**config.mk**
```make
export PLATFORM = sky130hd
export DESIGN_NAME = supervisory_ctl
export DESIGN_NICKNAME = d
export VERILOG_FILES = /design/src/rtl/maint_pkg.sv /design/src/rtl/pin_filter.sv /design/src/rtl/supervisory_ctl.sv
export SDC_FILE = /design/constraint.sdc
export NUM_CORES = 1
export LEC_CHECK = 0
export ABC_AREA = 1
export BUFFER_PORTS_ARGS = -buffer_cell sky130_fd_sc_hd__buf_2
export CORE_UTILIZATION = 45
export CTS_BUF_LIST = sky130_fd_sc_hd__clkbuf_4
export DETAILED_ROUTE_END_ITERATION = 10
export PLACE_DENSITY = 0.74
export SETUP_SLACK_MARGIN = 0.4
export SYNTH_ARGS = -nofsm -noshare
export SYNTH_HDL_FRONTEND = slang
export SYNTH_SLANG_ARGS = --single-unit
export TNS_END_PERCENT = 30
```
**constraint.sdc**
```tcl
create_clock -name i_clk_sys -period 5.35 [get_ports i_clk_sys]
set_input_delay 1.3375 -clock i_clk_sys [delete_from_list [all_inputs] [get_ports i_clk_sys]]
set_output_delay 1.3375 -clock i_clk_sys [all_outputs]
set_load 0.1 [all_outputs]
```
**src/rtl/maint_pkg.sv**
```systemverilog
// shared constants and types for the supervisory and maintenance controls
package maint_pkg;

    // scan-control literal values
    localparam logic [3:0] EMIT_LOAD_LINKAGE = 4'h8;
    localparam logic [3:0] EMIT_SET_PASS_FAIL = 4'h1;
    localparam logic [3:0] EMIT_CLEAR_PASS_FAIL = 4'h5;

    // storage data register bit positions, bit 0 is the most significant
    localparam int SDR_SEQ_MSB = 0;
    localparam int SDR_SEQ_LSB = 2;
    localparam int SDR_BIT_OVERRIDE = 4;
    localparam int SDR_BIT_SCAN_ADV = 5;
    localparam int SDR_BIT_SEQ_STAT = 6;

    // fault-test operation codes
    localparam logic [7:0] FLT_OP_CLEAR_A = 8'h07;
    localparam logic [7:0] FLT_OP_CLEAR_B = 8'h08;
    localparam logic [7:0] FLT_OP_TEST = 8'h0E;
    localparam logic [7:0] FLT_OP_STEP = 8'h0F;

    // sequence counter and test repeat counter
    localparam logic [2:0] SEQ_LAST = 3'h7;
    localparam int TEST_REPEATS = 16;
    localparam int REPEAT_W = $clog2(TEST_REPEATS);
    localparam logic [REPEAT_W-1:0] REPEAT_RESET = 4'h1;

    // logout save locations
    localparam logic [7:0] LOG_ADDR_SDR = 8'h80;
    localparam logic [7:0] LOG_ADDR_SAR = 8'h84;
    localparam logic [7:0] LOG_ADDR_IAR = 8'h88;
    localparam logic [7:0] LOG_ADDR_STEP = 8'h04;
    localparam logic [1:0] LOG_WORDS_LAST = 2'h2;

    // cpu control mode, one-hot
    typedef enum logic [2:0] {
        MODE_SEQ = 3'b001,
        MODE_MS  = 3'b010,
        MODE_CS  = 3'b100
    } mode_t;

    localparam mode_t MODE_RESET = MODE_CS;

endpackage

```
**src/rtl/pin_filter.sv**
```systemverilog
// three-stage synchroniser with agreement filter for asynchronous pins
`timescale 1ns/100ps
module pin_filter #(
    parameter int W = 3
) (
    input  wire logic         i_clk_sys,
    input  wire logic         i_rst,
    input  wire logic         i_ce,
    input  wire logic [W-1:0] i_pin,
    output logic      [W-1:0] o_level
);
    genvar g;
    generate
        for (g = 0; g < W; g++) begin : g_bit
            logic s1_q;
            logic s2_q;
            logic s3_q;
            logic lvl_q;
            // the level moves only once stages two and three agree
            always_ff @(posedge i_clk_sys or posedge i_rst) begin
                if (i_rst) begin
                    s1_q  <= 1'b0;
                    s2_q  <= 1'b0;
                    s3_q  <= 1'b0;
                    lvl_q <= 1'b0;
                end else if (i_ce) begin
                    s1_q <= i_pin[g];
                    s2_q <= s1_q;
                    s3_q <= s2_q;
                    if (s2_q == s3_q) begin
                        lvl_q <= s3_q;
                    end
                end
            end
            assign o_level[g] = lvl_q;
        end
    endgenerate
endmodule

```
**src/rtl/supervisory_ctl.sv**
```systemverilog
// supervisory clock stop, control mode and maintenance stat logic
// Functional notes
// - error with log request, or pushbutton, starts logout
// - sequencing stat inhibits storage unless override on
// - scan-control 1000 loads sequencing stat from bit 6
// - sequence counter seven clears sequencing stat
// - scan-control 1000 loads override stat from bit 4
// - count seven with sequencing on clears override
// - scan advance loaded from data bit 5
// - start with force-pass sets scan advance
// - testing scan advance clears it unless inhibited
// - scan advance off after reset and during logout
// - main store mode binary trigger clear, step, test
// - repeat counter branches, increments, resets to one
// - scan-control 0001 sets fail or pass by binary
// - scan-control 0101 clears pass and fail
// - branch orders test pass or fail trigger
// - free-running clocks are never gated here
// - four stop triggers; holdoff also raises the cpu/io stop, so the channel stops too
// - control-store and main-storage stops gate their loads
// - fault-test load request raises normal interrupt
// - mode change: stop, dead cycle, release needed clocks
// - logout dead cycle sets log, sequencing mode; saves three
// - main store call; release control store after save
// - control-store call then clear all stops
// - clock interrupt sets stops, leaves mode alone
`timescale 1ns/100ps
module supervisory_ctl (
    input  wire logic                          i_clk_sys,
    input  wire logic                          i_rst,
    input  wire logic                          i_ce,
    input  wire logic                          i_error_check,
    input  wire logic                          i_log_request,
    input  wire logic                          i_logout_pushbutton,
    input  wire logic                          i_start_pushbutton,
    input  wire logic                          i_force_pass_sw,
    input  wire logic                          i_scan_control_order,
    input  wire logic [3:0]                    i_emit,
    input  wire logic [0:31]                   i_storage_data_reg,
    input  wire logic                          i_seq_step,
    input  wire logic                          i_scan_advance_test,
    input  wire logic                          i_fault_locate_test_valid,
    input  wire logic [7:0]                    i_fault_locate_test_op,
    input  wire logic                          i_counter_zero_order,
    input  wire logic                          i_branch_on_pass,
    input  wire logic                          i_branch_on_fail,
    input  wire logic                          i_flt_load_req,
    input  wire logic                          i_mode_change_req,
    input  wire maint_pkg::mode_t              i_new_mode,
    input  wire logic                          i_storage_holdoff,
    input  wire logic                          i_single_cycle,
    input  wire logic                          i_cs_saved,
    input  wire logic                          i_log_reset,
    output logic                               o_log_trigger,
    output logic                               o_seq_stat,
    output logic                               o_storage_override_stat,
    output logic                               o_inhibit_storage,
    output logic                               o_scan_advance_stat,
    output logic [2:0]                         o_seq_count,
    output logic                               o_binary_trigger,
    output logic [maint_pkg::REPEAT_W-1:0]     o_test_repeat_counter,
    output logic                               o_pass_trigger,
    output logic                               o_fail_trigger,
    output logic                               o_branch_valid,
    output logic                               o_branch_taken,
    output maint_pkg::mode_t                   o_mode,
    output logic                               o_stop_cpu_io,
    output logic                               o_stop_cs,
    output logic                               o_stop_ms,
    output logic                               o_stop_holdoff,
    output logic                               o_cpu_clk_en,
    output logic                               o_channel_clk_en,
    output logic                               o_cs_clk_en,
    output logic                               o_ms_clk_en,
    output logic                               o_gate_status,
    output logic                               o_store_strobe,
    output logic [7:0]                         o_store_addr
);
    import maint_pkg::*;

    typedef enum logic [5:0] {
        ST_IDLE      = 6'b000001,
        ST_DEAD      = 6'b000010,
        ST_LOG_STORE = 6'b000100,
        ST_MS_WAIT   = 6'b001000,
        ST_CS_CALL   = 6'b010000,
        ST_RELEASE   = 6'b100000
    } state_t;

    state_t                st_q;
    state_t                st_d;
    mode_t                 mode_q;
    mode_t                 target_q;
    logic [2:0]            pins;
    logic                  logout_pb;
    logic                  start_pb;
    logic                  force_pass;
    logic                  logout_pb_q;
    logic                  start_pb_q;
    logic                  log_q;
    logic                  logout_act_q;
    logic                  seq_q;
    logic                  ovr_q;
    logic                  pss_q;
    logic [2:0]            seq_cnt_q;
    logic                  bin_q;
    logic [REPEAT_W-1:0]   rep_q;
    logic                  pass_q;
    logic                  fail_q;
    logic                  brv_q;
    logic                  brt_q;
    logic                  stop_cpu_q;
    logic                  stop_cs_q;
    logic                  stop_ms_q;
    logic                  stop_hold_q;
    logic                  clk_hold_q;
    logic [1:0]            word_q;
    logic [7:0]            addr_q;

    pin_filter #(.W(3)) u_pins (
        .i_clk_sys (i_clk_sys),
        .i_rst     (i_rst),
        .i_ce      (i_ce),
        .i_pin     ({i_logout_pushbutton, i_start_pushbutton, i_force_pass_sw}),
        .o_level   (pins)
    );
    assign logout_pb  = pins[2];
    assign start_pb   = pins[1];
    assign force_pass = pins[0];

    // decodes
    wire idle       = (st_q == ST_IDLE);
    wire load_lk    = i_scan_control_order && (i_emit == EMIT_LOAD_LINKAGE);
    wire pf_set     = i_scan_control_order && (i_emit == EMIT_SET_PASS_FAIL);
    wire pf_clr     = i_scan_control_order && (i_emit == EMIT_CLEAR_PASS_FAIL);
    wire logout_rq  = (i_error_check && i_log_request) || (logout_pb && !logout_pb_q);
    wire logout_go  = idle && logout_rq;
    wire normal_rq  = (i_flt_load_req && !start_pb && (mode_q != MODE_SEQ))
                      || i_mode_change_req;
    wire normal_go  = idle && !logout_rq && normal_rq;
    wire clock_int  = i_storage_holdoff || i_single_cycle;
    wire clock_rel  = idle && clk_hold_q && !clock_int;
    wire seq_end    = seq_q && (seq_cnt_q == SEQ_LAST);
    wire inhibit    = seq_q && !ovr_q;
    wire ms_mode    = (mode_q == MODE_MS);
    wire flt_op     = i_fault_locate_test_valid && ms_mode;
    wire bin_clr    = flt_op && (i_fault_locate_test_op == FLT_OP_CLEAR_A
                                 || i_fault_locate_test_op == FLT_OP_CLEAR_B);
    wire bin_step   = flt_op && (i_fault_locate_test_op == FLT_OP_STEP);
    wire bin_test   = flt_op && (i_fault_locate_test_op == FLT_OP_TEST);
    // cleared on the go edge so the dead cycle already shows it off
    wire pss_hold   = log_q || logout_act_q || logout_go;
    wire pss_force  = start_pb && !start_pb_q && force_pass;
    wire stop_set   = logout_go || normal_go || clock_int;
    wire release_all = (st_q == ST_RELEASE) || clock_rel;
    wire any_test   = i_scan_advance_test || bin_test || i_counter_zero_order
                      || i_branch_on_pass || i_branch_on_fail;
    wire test_res   = i_scan_advance_test   ? pss_q :
                      bin_test              ? bin_q :
                      i_counter_zero_order  ? (rep_q == '0) :
                      i_branch_on_pass      ? pass_q : fail_q;

    // sequencing
    always_comb begin
        st_d = st_q;
        unique case (st_q)
            ST_IDLE: begin
                if (logout_go || normal_go) begin
                    st_d = ST_DEAD;
                end
            end
            ST_DEAD: begin
                st_d = logout_act_q ? ST_LOG_STORE : ST_RELEASE;
            end
            ST_LOG_STORE: begin
                if (word_q == LOG_WORDS_LAST) begin
                    st_d = ST_MS_WAIT;
                end
            end
            ST_MS_WAIT: begin
                if (i_cs_saved) begin
                    st_d = ST_CS_CALL;
                end
            end
            ST_CS_CALL: begin
                st_d = ST_RELEASE;
            end
            ST_RELEASE: begin
                st_d = ST_IDLE;
            end
        endcase
    end

    always_ff @(posedge i_clk_sys or posedge i_rst) begin
        if (i_rst) begin
            st_q         <= ST_IDLE;
            logout_act_q <= 1'b0;
            target_q     <= MODE_RESET;
            word_q       <= 2'h0;
            addr_q       <= LOG_ADDR_SDR;
            logout_pb_q  <= 1'b0;
            start_pb_q   <= 1'b0;
        end else if (i_ce) begin
            st_q        <= st_d;
            logout_pb_q <= logout_pb;
            start_pb_q  <= start_pb;
            if (logout_go) begin
                logout_act_q <= 1'b1;
            end else if (st_q == ST_RELEASE) begin
                logout_act_q <= 1'b0;
            end
            if (normal_go) begin
                target_q <= (i_mode_change_req ? i_new_mode : MODE_SEQ);
            end
            // three saves in a row: data, address, instruction address
            if (st_q == ST_LOG_STORE) begin
                word_q <= word_q + 2'h1;
                addr_q <= addr_q + LOG_ADDR_STEP;
            end else begin
                word_q <= 2'h0;
                addr_q <= LOG_ADDR_SDR;
            end
        end
    end

    // control mode moved only in the dead cycle or by calls; log trigger set in the dead cycle, cleared by log reset
    always_ff @(posedge i_clk_sys or posedge i_rst) begin
        if (i_rst) begin
            mode_q <= MODE_RESET;
            log_q  <= 1'b0;
        end else if (i_ce) begin
            if (st_q == ST_DEAD) begin
                mode_q <= logout_act_q ? MODE_SEQ : target_q;
            end else if (st_q == ST_LOG_STORE && word_q == LOG_WORDS_LAST) begin
                mode_q <= MODE_MS;
            end else if (st_q == ST_CS_CALL) begin
                mode_q <= MODE_CS;
            end
            if (st_q == ST_DEAD && logout_act_q) begin
                log_q <= 1'b1;
            end else if (i_log_reset) begin
                log_q <= 1'b0;
            end
        end
    end

    // clock stop triggers; a set always beats a release in the same cycle
    always_ff @(posedge i_clk_sys or posedge i_rst) begin
        if (i_rst) begin
            stop_cpu_q  <= 1'b0;
            stop_cs_q   <= 1'b0;
            stop_ms_q   <= 1'b0;
            stop_hold_q <= 1'b0;
            clk_hold_q  <= 1'b0;
        end else if (i_ce) begin
            if (stop_set) begin
                stop_cpu_q <= 1'b1;
                stop_cs_q  <= 1'b1;
                stop_ms_q  <= 1'b1;
            end else begin
                if (release_all) begin
                    stop_cpu_q <= 1'b0;
                end
                if (release_all || (st_q == ST_MS_WAIT && i_cs_saved)) begin
                    stop_cs_q <= 1'b0;
                end
                if (release_all || (st_q == ST_DEAD && logout_act_q)) begin
                    stop_ms_q <= 1'b0;
                end
            end
            stop_hold_q <= i_storage_holdoff;
            if (idle && clock_int) begin
                clk_hold_q <= 1'b1;
            end else if (clock_rel || !idle) begin
                clk_hold_q <= 1'b0;
            end
        end
    end

    // maintenance stats and sequence counter
    always_ff @(posedge i_clk_sys or posedge i_rst) begin
        if (i_rst) begin
            seq_q     <= 1'b0;
            ovr_q     <= 1'b0;
            pss_q     <= 1'b0;
            seq_cnt_q <= 3'h0;
        end else if (i_ce) begin
            if (load_lk) begin
                seq_q     <= i_storage_data_reg[SDR_BIT_SEQ_STAT];
                ovr_q     <= i_storage_data_reg[SDR_BIT_OVERRIDE];
                seq_cnt_q <= i_storage_data_reg[SDR_SEQ_MSB:SDR_SEQ_LSB];
            end else begin
                if (seq_end) begin
                    seq_q <= 1'b0;
                    ovr_q <= 1'b0;
                end else if (seq_q && i_seq_step) begin
                    seq_cnt_q <= seq_cnt_q + 3'h1;
                end
            end
            if (pss_hold) begin
                pss_q <= 1'b0;
            end else if (load_lk) begin
                pss_q <= i_storage_data_reg[SDR_BIT_SCAN_ADV];
            end else if (pss_force) begin
                pss_q <= 1'b1;
            end else if (i_scan_advance_test && !inhibit) begin
                pss_q <= 1'b0;
            end
        end
    end

    // fault-test triggers, repeat counter and branch result
    always_ff @(posedge i_clk_sys or posedge i_rst) begin
        if (i_rst) begin
            bin_q  <= 1'b0;
            rep_q  <= REPEAT_RESET;
            pass_q <= 1'b0;
            fail_q <= 1'b0;
            brv_q  <= 1'b0;
            brt_q  <= 1'b0;
        end else if (i_ce) begin
            if (bin_clr) begin
                bin_q <= 1'b0;
            end else if (bin_step) begin
                bin_q <= !bin_q;
            end
            if (i_counter_zero_order) begin
                rep_q <= rep_q + 1'b1;
            end
            // a set in the same cycle as the clear order wins
            if (pf_set) begin
                fail_q <= bin_q ? 1'b1 : fail_q && !pf_clr;
                pass_q <= bin_q ? pass_q && !pf_clr : 1'b1;
            end else if (pf_clr) begin
                fail_q <= 1'b0;
                pass_q <= 1'b0;
            end
            brv_q <= any_test;
            brt_q <= any_test && test_res;
        end
    end

    // only the gated clocks appear here; free-running ones bypass this block
    assign o_cpu_clk_en     = !stop_cpu_q && !stop_hold_q;
    assign o_channel_clk_en = !stop_cpu_q;
    assign o_cs_clk_en      = !stop_cs_q;
    assign o_ms_clk_en      = !stop_ms_q;

    assign o_log_trigger           = log_q;
    assign o_seq_stat              = seq_q;
    assign o_storage_override_stat = ovr_q;
    assign o_inhibit_storage       = inhibit;
    assign o_scan_advance_stat     = pss_q;
    assign o_seq_count             = seq_cnt_q;
    assign o_binary_trigger        = bin_q;
    assign o_test_repeat_counter   = rep_q;
    assign o_pass_trigger          = pass_q;
    assign o_fail_trigger          = fail_q;
    assign o_branch_valid          = brv_q;
    assign o_branch_taken          = brt_q;
    assign o_mode                  = mode_q;
    assign o_stop_cpu_io           = stop_cpu_q;
    assign o_stop_cs               = stop_cs_q;
    assign o_stop_ms               = stop_ms_q;
    assign o_stop_holdoff          = stop_hold_q;
    assign o_gate_status           = (st_q == ST_DEAD);
    assign o_store_strobe          = (st_q == ST_LOG_STORE);
    assign o_store_addr            = addr_q;
endmodule

```
### Yosys cells after proc, flatten, opt, wreduce, memory -nomap -nowiden

Index checks and enable logic that the tools add are counted.

| word-level totals | value |
|---|---|
| input bits | 68 |
| bits in registers | 58 |

| operators by class | value |
|---|---|
| add/sub/neg operators | 4 |
| eq/ne operators | 24 |
| reductions and logical operators | 91 |
| mux-type cells | 45 |

Operators by type and width:

| cell | count |
|---|---|
| one-hot mux 6 bit (6 select lines) | 1 |
| AND reduction 2 bit | 16 |
| logical AND 1 bit | 30 |
| two-way mux 1 bit | 30 |
| == test 8 x 4 -> 1 bit (second input constant) | 3 |
| two-way mux 3 bit | 8 |
| two-way mux 6 bit | 4 |
| nonzero test 2 bit | 10 |
| logical OR 1 bit | 16 |
| zero test 1 bit | 14 |
| adder 8 x 3 -> 8 bit (second input constant) | 1 |
| == test 8 x 3 -> 1 bit (second input constant) | 1 |
| two-way mux 8 bit | 1 |
| == test 6 x 1 -> 1 bit (second input constant) | 1 |
| == test 6 x 2 -> 1 bit (second input constant) | 1 |
| == test 6 x 3 -> 1 bit (second input constant) | 1 |
| == test 6 x 4 -> 1 bit (second input constant) | 1 |
| == test 6 x 5 -> 1 bit (second input constant) | 1 |
| == test 6 bit (second input constant) | 1 |
| adder 4 x 1 -> 4 bit (second input constant) | 1 |
| == test 4 x 1 -> 1 bit (second input constant) | 1 |
| == test 4 x 3 -> 1 bit (second input constant) | 1 |
| == test 4 bit (second input constant) | 1 |
| zero test 4 bit | 1 |
| 14 further kinds | 18 |

### Depth between registers and ports, before layout

| logic depth | value |
|---|---|
| word-level depth | 10 |
| gate-level depth with buffers | 9 |
| depth with buffers taken out | 9 |

### Cells and area by module

A second synthesis with hierarchy kept.

| unflattened totals | value |
|---|---|
| cell total of the unflattened synthesis | 402 |
| area, all modules | 3034.2 um^2 |

Modules (own cells, without submodules):

| module | times used | area an instance (um^2) | cells each |
|---|---|---|---|
| supervisory_ctl | 1 | 2509.9 | 339 |
| pin_filter | 1 | 524.3 | 63 |

### Least setup slack after synthesis

No wires, ideal clock.

| path | value |
|---|---|
| kind | register -> output |
| start | reg stop_cpu_q (netlist: o_stop_cpu_io) |
| end | out o_cpu_clk_en |
| cell stages (with the launch flop) | 2 |
| arrival time | 2163 ps |
| slack | 1850 ps |
| data required time | 4013 ps |
| cells stage by stage | dfrtp_1 -> nor2_1 |

| between the ends | value |
|---|---|
| longest elaborated chain between the ends | 2 |

RTL lines:

| item | RTL line | RTL |
|---|---|---|
| start, declared | supervisory_ctl.sv:112 | `logic stop_cpu_q;` |
| start signal, assigned | supervisory_ctl.sv:250 | `stop_cpu_q <= 1'b0;` |
| start signal, assigned | supervisory_ctl.sv:257 | `stop_cpu_q <= 1'b1;` |
| start signal, assigned | supervisory_ctl.sv:262 | `stop_cpu_q <= 1'b0;` |
| zero test 1 bit | supervisory_ctl.sv:344 | `assign o_cpu_clk_en = !stop_cpu_q && !stop_hold_q;` |
| logical AND 1 bit | supervisory_ctl.sv:344 |  |
| end, declared | supervisory_ctl.sv:71 | `output logic o_cpu_clk_en,` |

Every way passes these cells.

### Worst setup path after layout

| path | value |
|---|---|
| start | reg st_q[1] |
| end | out o_store_strobe |

| between the ends | value |
|---|---|
| longest elaborated chain between the ends | 1 |

RTL lines:

| item | RTL line | RTL |
|---|---|---|
| start, declared | supervisory_ctl.sv:90 | `state_t st_q;` |
| start signal, assigned | supervisory_ctl.sv:204 | `st_q <= st_d;` |
| == test 6 x 3 -> 1 bit | supervisory_ctl.sv:367 | `assign o_store_strobe = (st_q == ST_LOG_STORE);` |
| end, declared | supervisory_ctl.sv:76 | `output logic o_store_strobe,` |

Every way passes these cells.

==> flow_summary_export.csv <==
group,metric,value,unit
final_layout,commonest_non_fill_non_tap_cell_in_the_layout,"nand2_1",
final_layout,final_cell_area,3410,sq um
flow_run,timing.max_cap.violations,0,
routing,drtIter0Drc,137,
timing,final-setup-viol-count,0,
power,fin_total_pwr,1890,uW
final_layout,stdcell_count,539,
critical_path,setup.worst_path.class,"reg -> out",
global_route,number_of_antenna_violations_at_the_first_check_in_global_routing,0,
routing,drc,0,
global_route,gr-total-overflow,0,
critical_path,path_cells,"nor2_2, nand3_2, inv_2, buf_2",
timing,tightestPinTransition,0.694,ns
die,initial_utilization,47.8,%
clock_tree,cts.hold.buffers_added,0,
clock_tree,maximum_buffer_depth_of_the_clock_tree,2,
critical_path,start_kind,"flop",
logic_synthesis,post_synth_inst_count,386,
final_layout,num_antenna_cells,0,
timing,grt_setup_unrepaired,"false",
placed_design,dp_hpwl,4580,microns
timing,maximum_frequency_from_static_timing_analysis,317,MHz
timing,final_period_minus_worst_setup_slack,3.15,ns
run_status,outcome,"finished clean",
critical_path,crit_path_max_incr_delay,0.48,ns
die,ioPinCount,106,
critical_path,critPathTopFamily,"buffers and inverters",
critical_path,cp.arrival,1.81,ns
routing,detail_route_antenna_nets,0,
final_layout,finalNetCount,537,
die,placeableCoreArea,6100,sq um
logic_synthesis,netlist-cell-type-count,31,
critical_path,cp.required,4.01,ns
routing,firstDrtPassIters,4,
routing,route.final.wire_length,6120,microns
clock_tree,post_cts_resize_count,0,
final_layout,areaGrowthSynthToFinish,17.2,%
final_layout,most-common-layout-cells,"nand2_1 (116), buf_2 (77), dfrtp_1 (51)",
clock_tree,clkSlewWorstSetupHoldPaths,0.14,ns
clock_tree,cts_setup_buffers,0,
die,fp.dieW,82.5,microns
die,die_area,6800,sq um
clock_tree,cts_inserted_buffers,5,
power,power.density,552,nW/um^2
timing,worst_hold_slack,0.490,ns
timing,slew_headroom,53.7,%
critical_path,worstPathBufferInverterCount,2,
clock_tree,htree_levels,2,
critical_path,worst_path_max_delay_cell,"dfrtp_1",
timing,post_route_setup_tns,0,ns
global_route,groute.usage.overall,19.5,%
global_route,grt_start_max_net_pins,57,
clock_tree,number_of_sinks_handled_by_clock_tree_synthesis,56,
power,vdd.ir_drop.worst,0.573,mV
timing,slew_viol_final,0,
clock_tree,clock_root_cell,"clkbuf_4",
final_layout,final_layout_size_suffix_gt1_share,23.3,%
logic_synthesis,avgSynthCellArea,7.55,sq um
global_route,via_count_of_the_first_global_routing_pass,2419,
routing,dr_vias,2647,
critical_path,critPathCaptureType,"output pin",
routing,routed_via_density,4.91,
logic_synthesis,synth-seq-cells,56,
clock_tree,cts_tree,"built",
logic_synthesis,netlist_area,2910,sq um
final_layout,filler_cell_count,610,
placed_design,detailed_place.area,3360,sq um
clock_tree,clock_latency_on_the_worst_skew_pair,0.37,ns
global_route,grt_pass1_wl,10100,microns
power,static-leakage-power,0.00190,uW
critical_path,crit_path_max_fanout,6,
die,number_of_rows_in_the_core_area,28,
routing,avgRoutedWirePerCell,11.4,microns
timing,final.period_utilization,58.9,%
die,die-height,82.5,microns
timing,final.setup_skew,0.0119,ns
logic_synthesis,seq_area_frac_synth,48.3,%
min_path,hold_class,"reg -> reg",
placed_design,io_buffer_count,77,
placed_design,placed_cells,531,
placed_design,gp_congestion,0.901,
timing,final_hold_viol_count,0,
logic_synthesis,synth_warnings,0,
[worst paths after layout]
path	from	end	slack (ns)	depth (start not counted)
setup / recovery	st_q[1]$_DFFE_PP0P_	o_store_strobe	2.20	4
hold / removal	u_pins.g_bit[1].s2_q$_DFFE_PP0P_	u_pins.g_bit[1].s2_q$_DFFE_PP0P_	0.49	2
setup reg to reg	o_seq_count[0]$_DFFE_PP0P_	o_seq_count[2]$_DFFE_PP0P_	3.71	7
hold reg to reg	u_pins.g_bit[1].s2_q$_DFFE_PP0P_	u_pins.g_bit[1].s2_q$_DFFE_PP0P_	0.49	2
max in group asynchronous	i_rst	o_store_addr[6]$_DFFE_PP0P_	3.75	3
min in group asynchronous	i_rst	st_q[4]$_DFFE_PP0P_	1.14	3
[area by class of cell]
type                            instances  area, sq um  area share (%)
Clock buffer                            5         37.5            1.10
Multi-Input combinational cell        271         1270            37.3
Inverter                               50          188            5.50
Clock inverter                          3         13.8           0.403
Sequential cell                        56         1410            41.2
Tap cell                               75         93.8            2.75
Timing Repair Buffer                   79          400            11.7
[report_power, final]
| group | internal (uW) | switching [uW] |
|---|---|---|
| Clock | 48.7 | 126 |
| Sequential | 539 | 93.3 |
| Combinational | 202 | 877 |
| Total | 790 | 1100 |
[state kept, by name (all words and copies together) (netlist names), 2 cells and up]
name                   cells
o_test_repeat_counter      4
u_pins.g_bit.s2_q          3
st_q                       6
o_mode                     3
u_pins.g_bit.s1_q          3
u_pins.g_bit.lvl_q         3
o_store_addr               6
o_seq_count                3
u_pins.g_bit.s3_q          3
word_q                     2
target_q                   3
[Yosys cell counts]
| cell | count | share of area, % |
|---|---|---|
| nor2_1 | 49 | 6.3 |
| or2_2 | 1 | 0.21 |
| a21oi_1 | 13 | 2.2 |
| buf_4 | 2 | 0.52 |
| o21ai_0 | 18 | 3.1 |
| nor2_2 | 5 | 1.1 |
| buf_1 | 2 | 0.26 |
| xnor2_1 | 1 | 0.30 |
| inv_1 | 46 | 5.9 |
| dfstp_2 | 5 | 4.5 |
| dfrtp_1 | 51 | 44 |
| conb_1 | 1 | 0.13 |
| ha_1 | 6 | 2.6 |
| o22ai_1 | 4 | 0.86 |
| nand4_1 | 4 | 0.86 |
| buf_2 | 3 | 0.52 |
| nand3_2 | 3 | 1.0 |
| nor3b_1 | 2 | 0.52 |
| nor2_4 | 2 | 0.77 |
| nor3_1 | 5 | 0.86 |
| o211ai_1 | 3 | 0.77 |
| nand3_1 | 26 | 4.5 |
| clkbuf_1 | 3 | 0.39 |
| o31ai_1 | 1 | 0.26 |
| nand2_1 | 116 | 15 |
| o21ai_1 | 4 | 0.69 |
| inv_2 | 4 | 0.52 |
| or2_4 | 1 | 0.30 |
| and2_1 | 1 | 0.21 |
| nand3b_1 | 2 | 0.52 |
| xor2_1 | 2 | 0.60 |
[stage by stage]
stage,worst slack (ns),utilization [%]
finish,2.20,56.0
global route,2.11,56.0
CTS,2.20,56.0
detailed placement,2.65,55.2
global placement,2.66,55.2
floorplan,1.85,-
[tightest hold or removal path, cell delays in order (launching register included)]
cell,delay (ns)
dfrtp_1,0.37
nand2_1,0.05
nand2_1,0.05
[layer usage]
layer	GRT usage (%)	part of all wire, %
met3	4.07	5.3
met5	0	0
met4	6.49	1.1
met2	33.8	48
met1	24.2	46
[cell families (layout without fill, tap and decap cells)]
group / after synthesis / after routing / synth area share, %
buffers and inverters: 60 / 137 / 8.11
adder cells (fa/ha/maj): 6 / 6 / 2.58
other: 1 / 2 / 0.129
XOR/XNOR: 3 / 3 / 0.902
flip-flops: 56 / 56 / 48.3
AO/OA/AOI/OAI: 43 / 43 / 7.90
AND/OR/NAND/NOR: 217 / 217 / 32.1
Note: power is estimated with default switching activity, not from simulation.
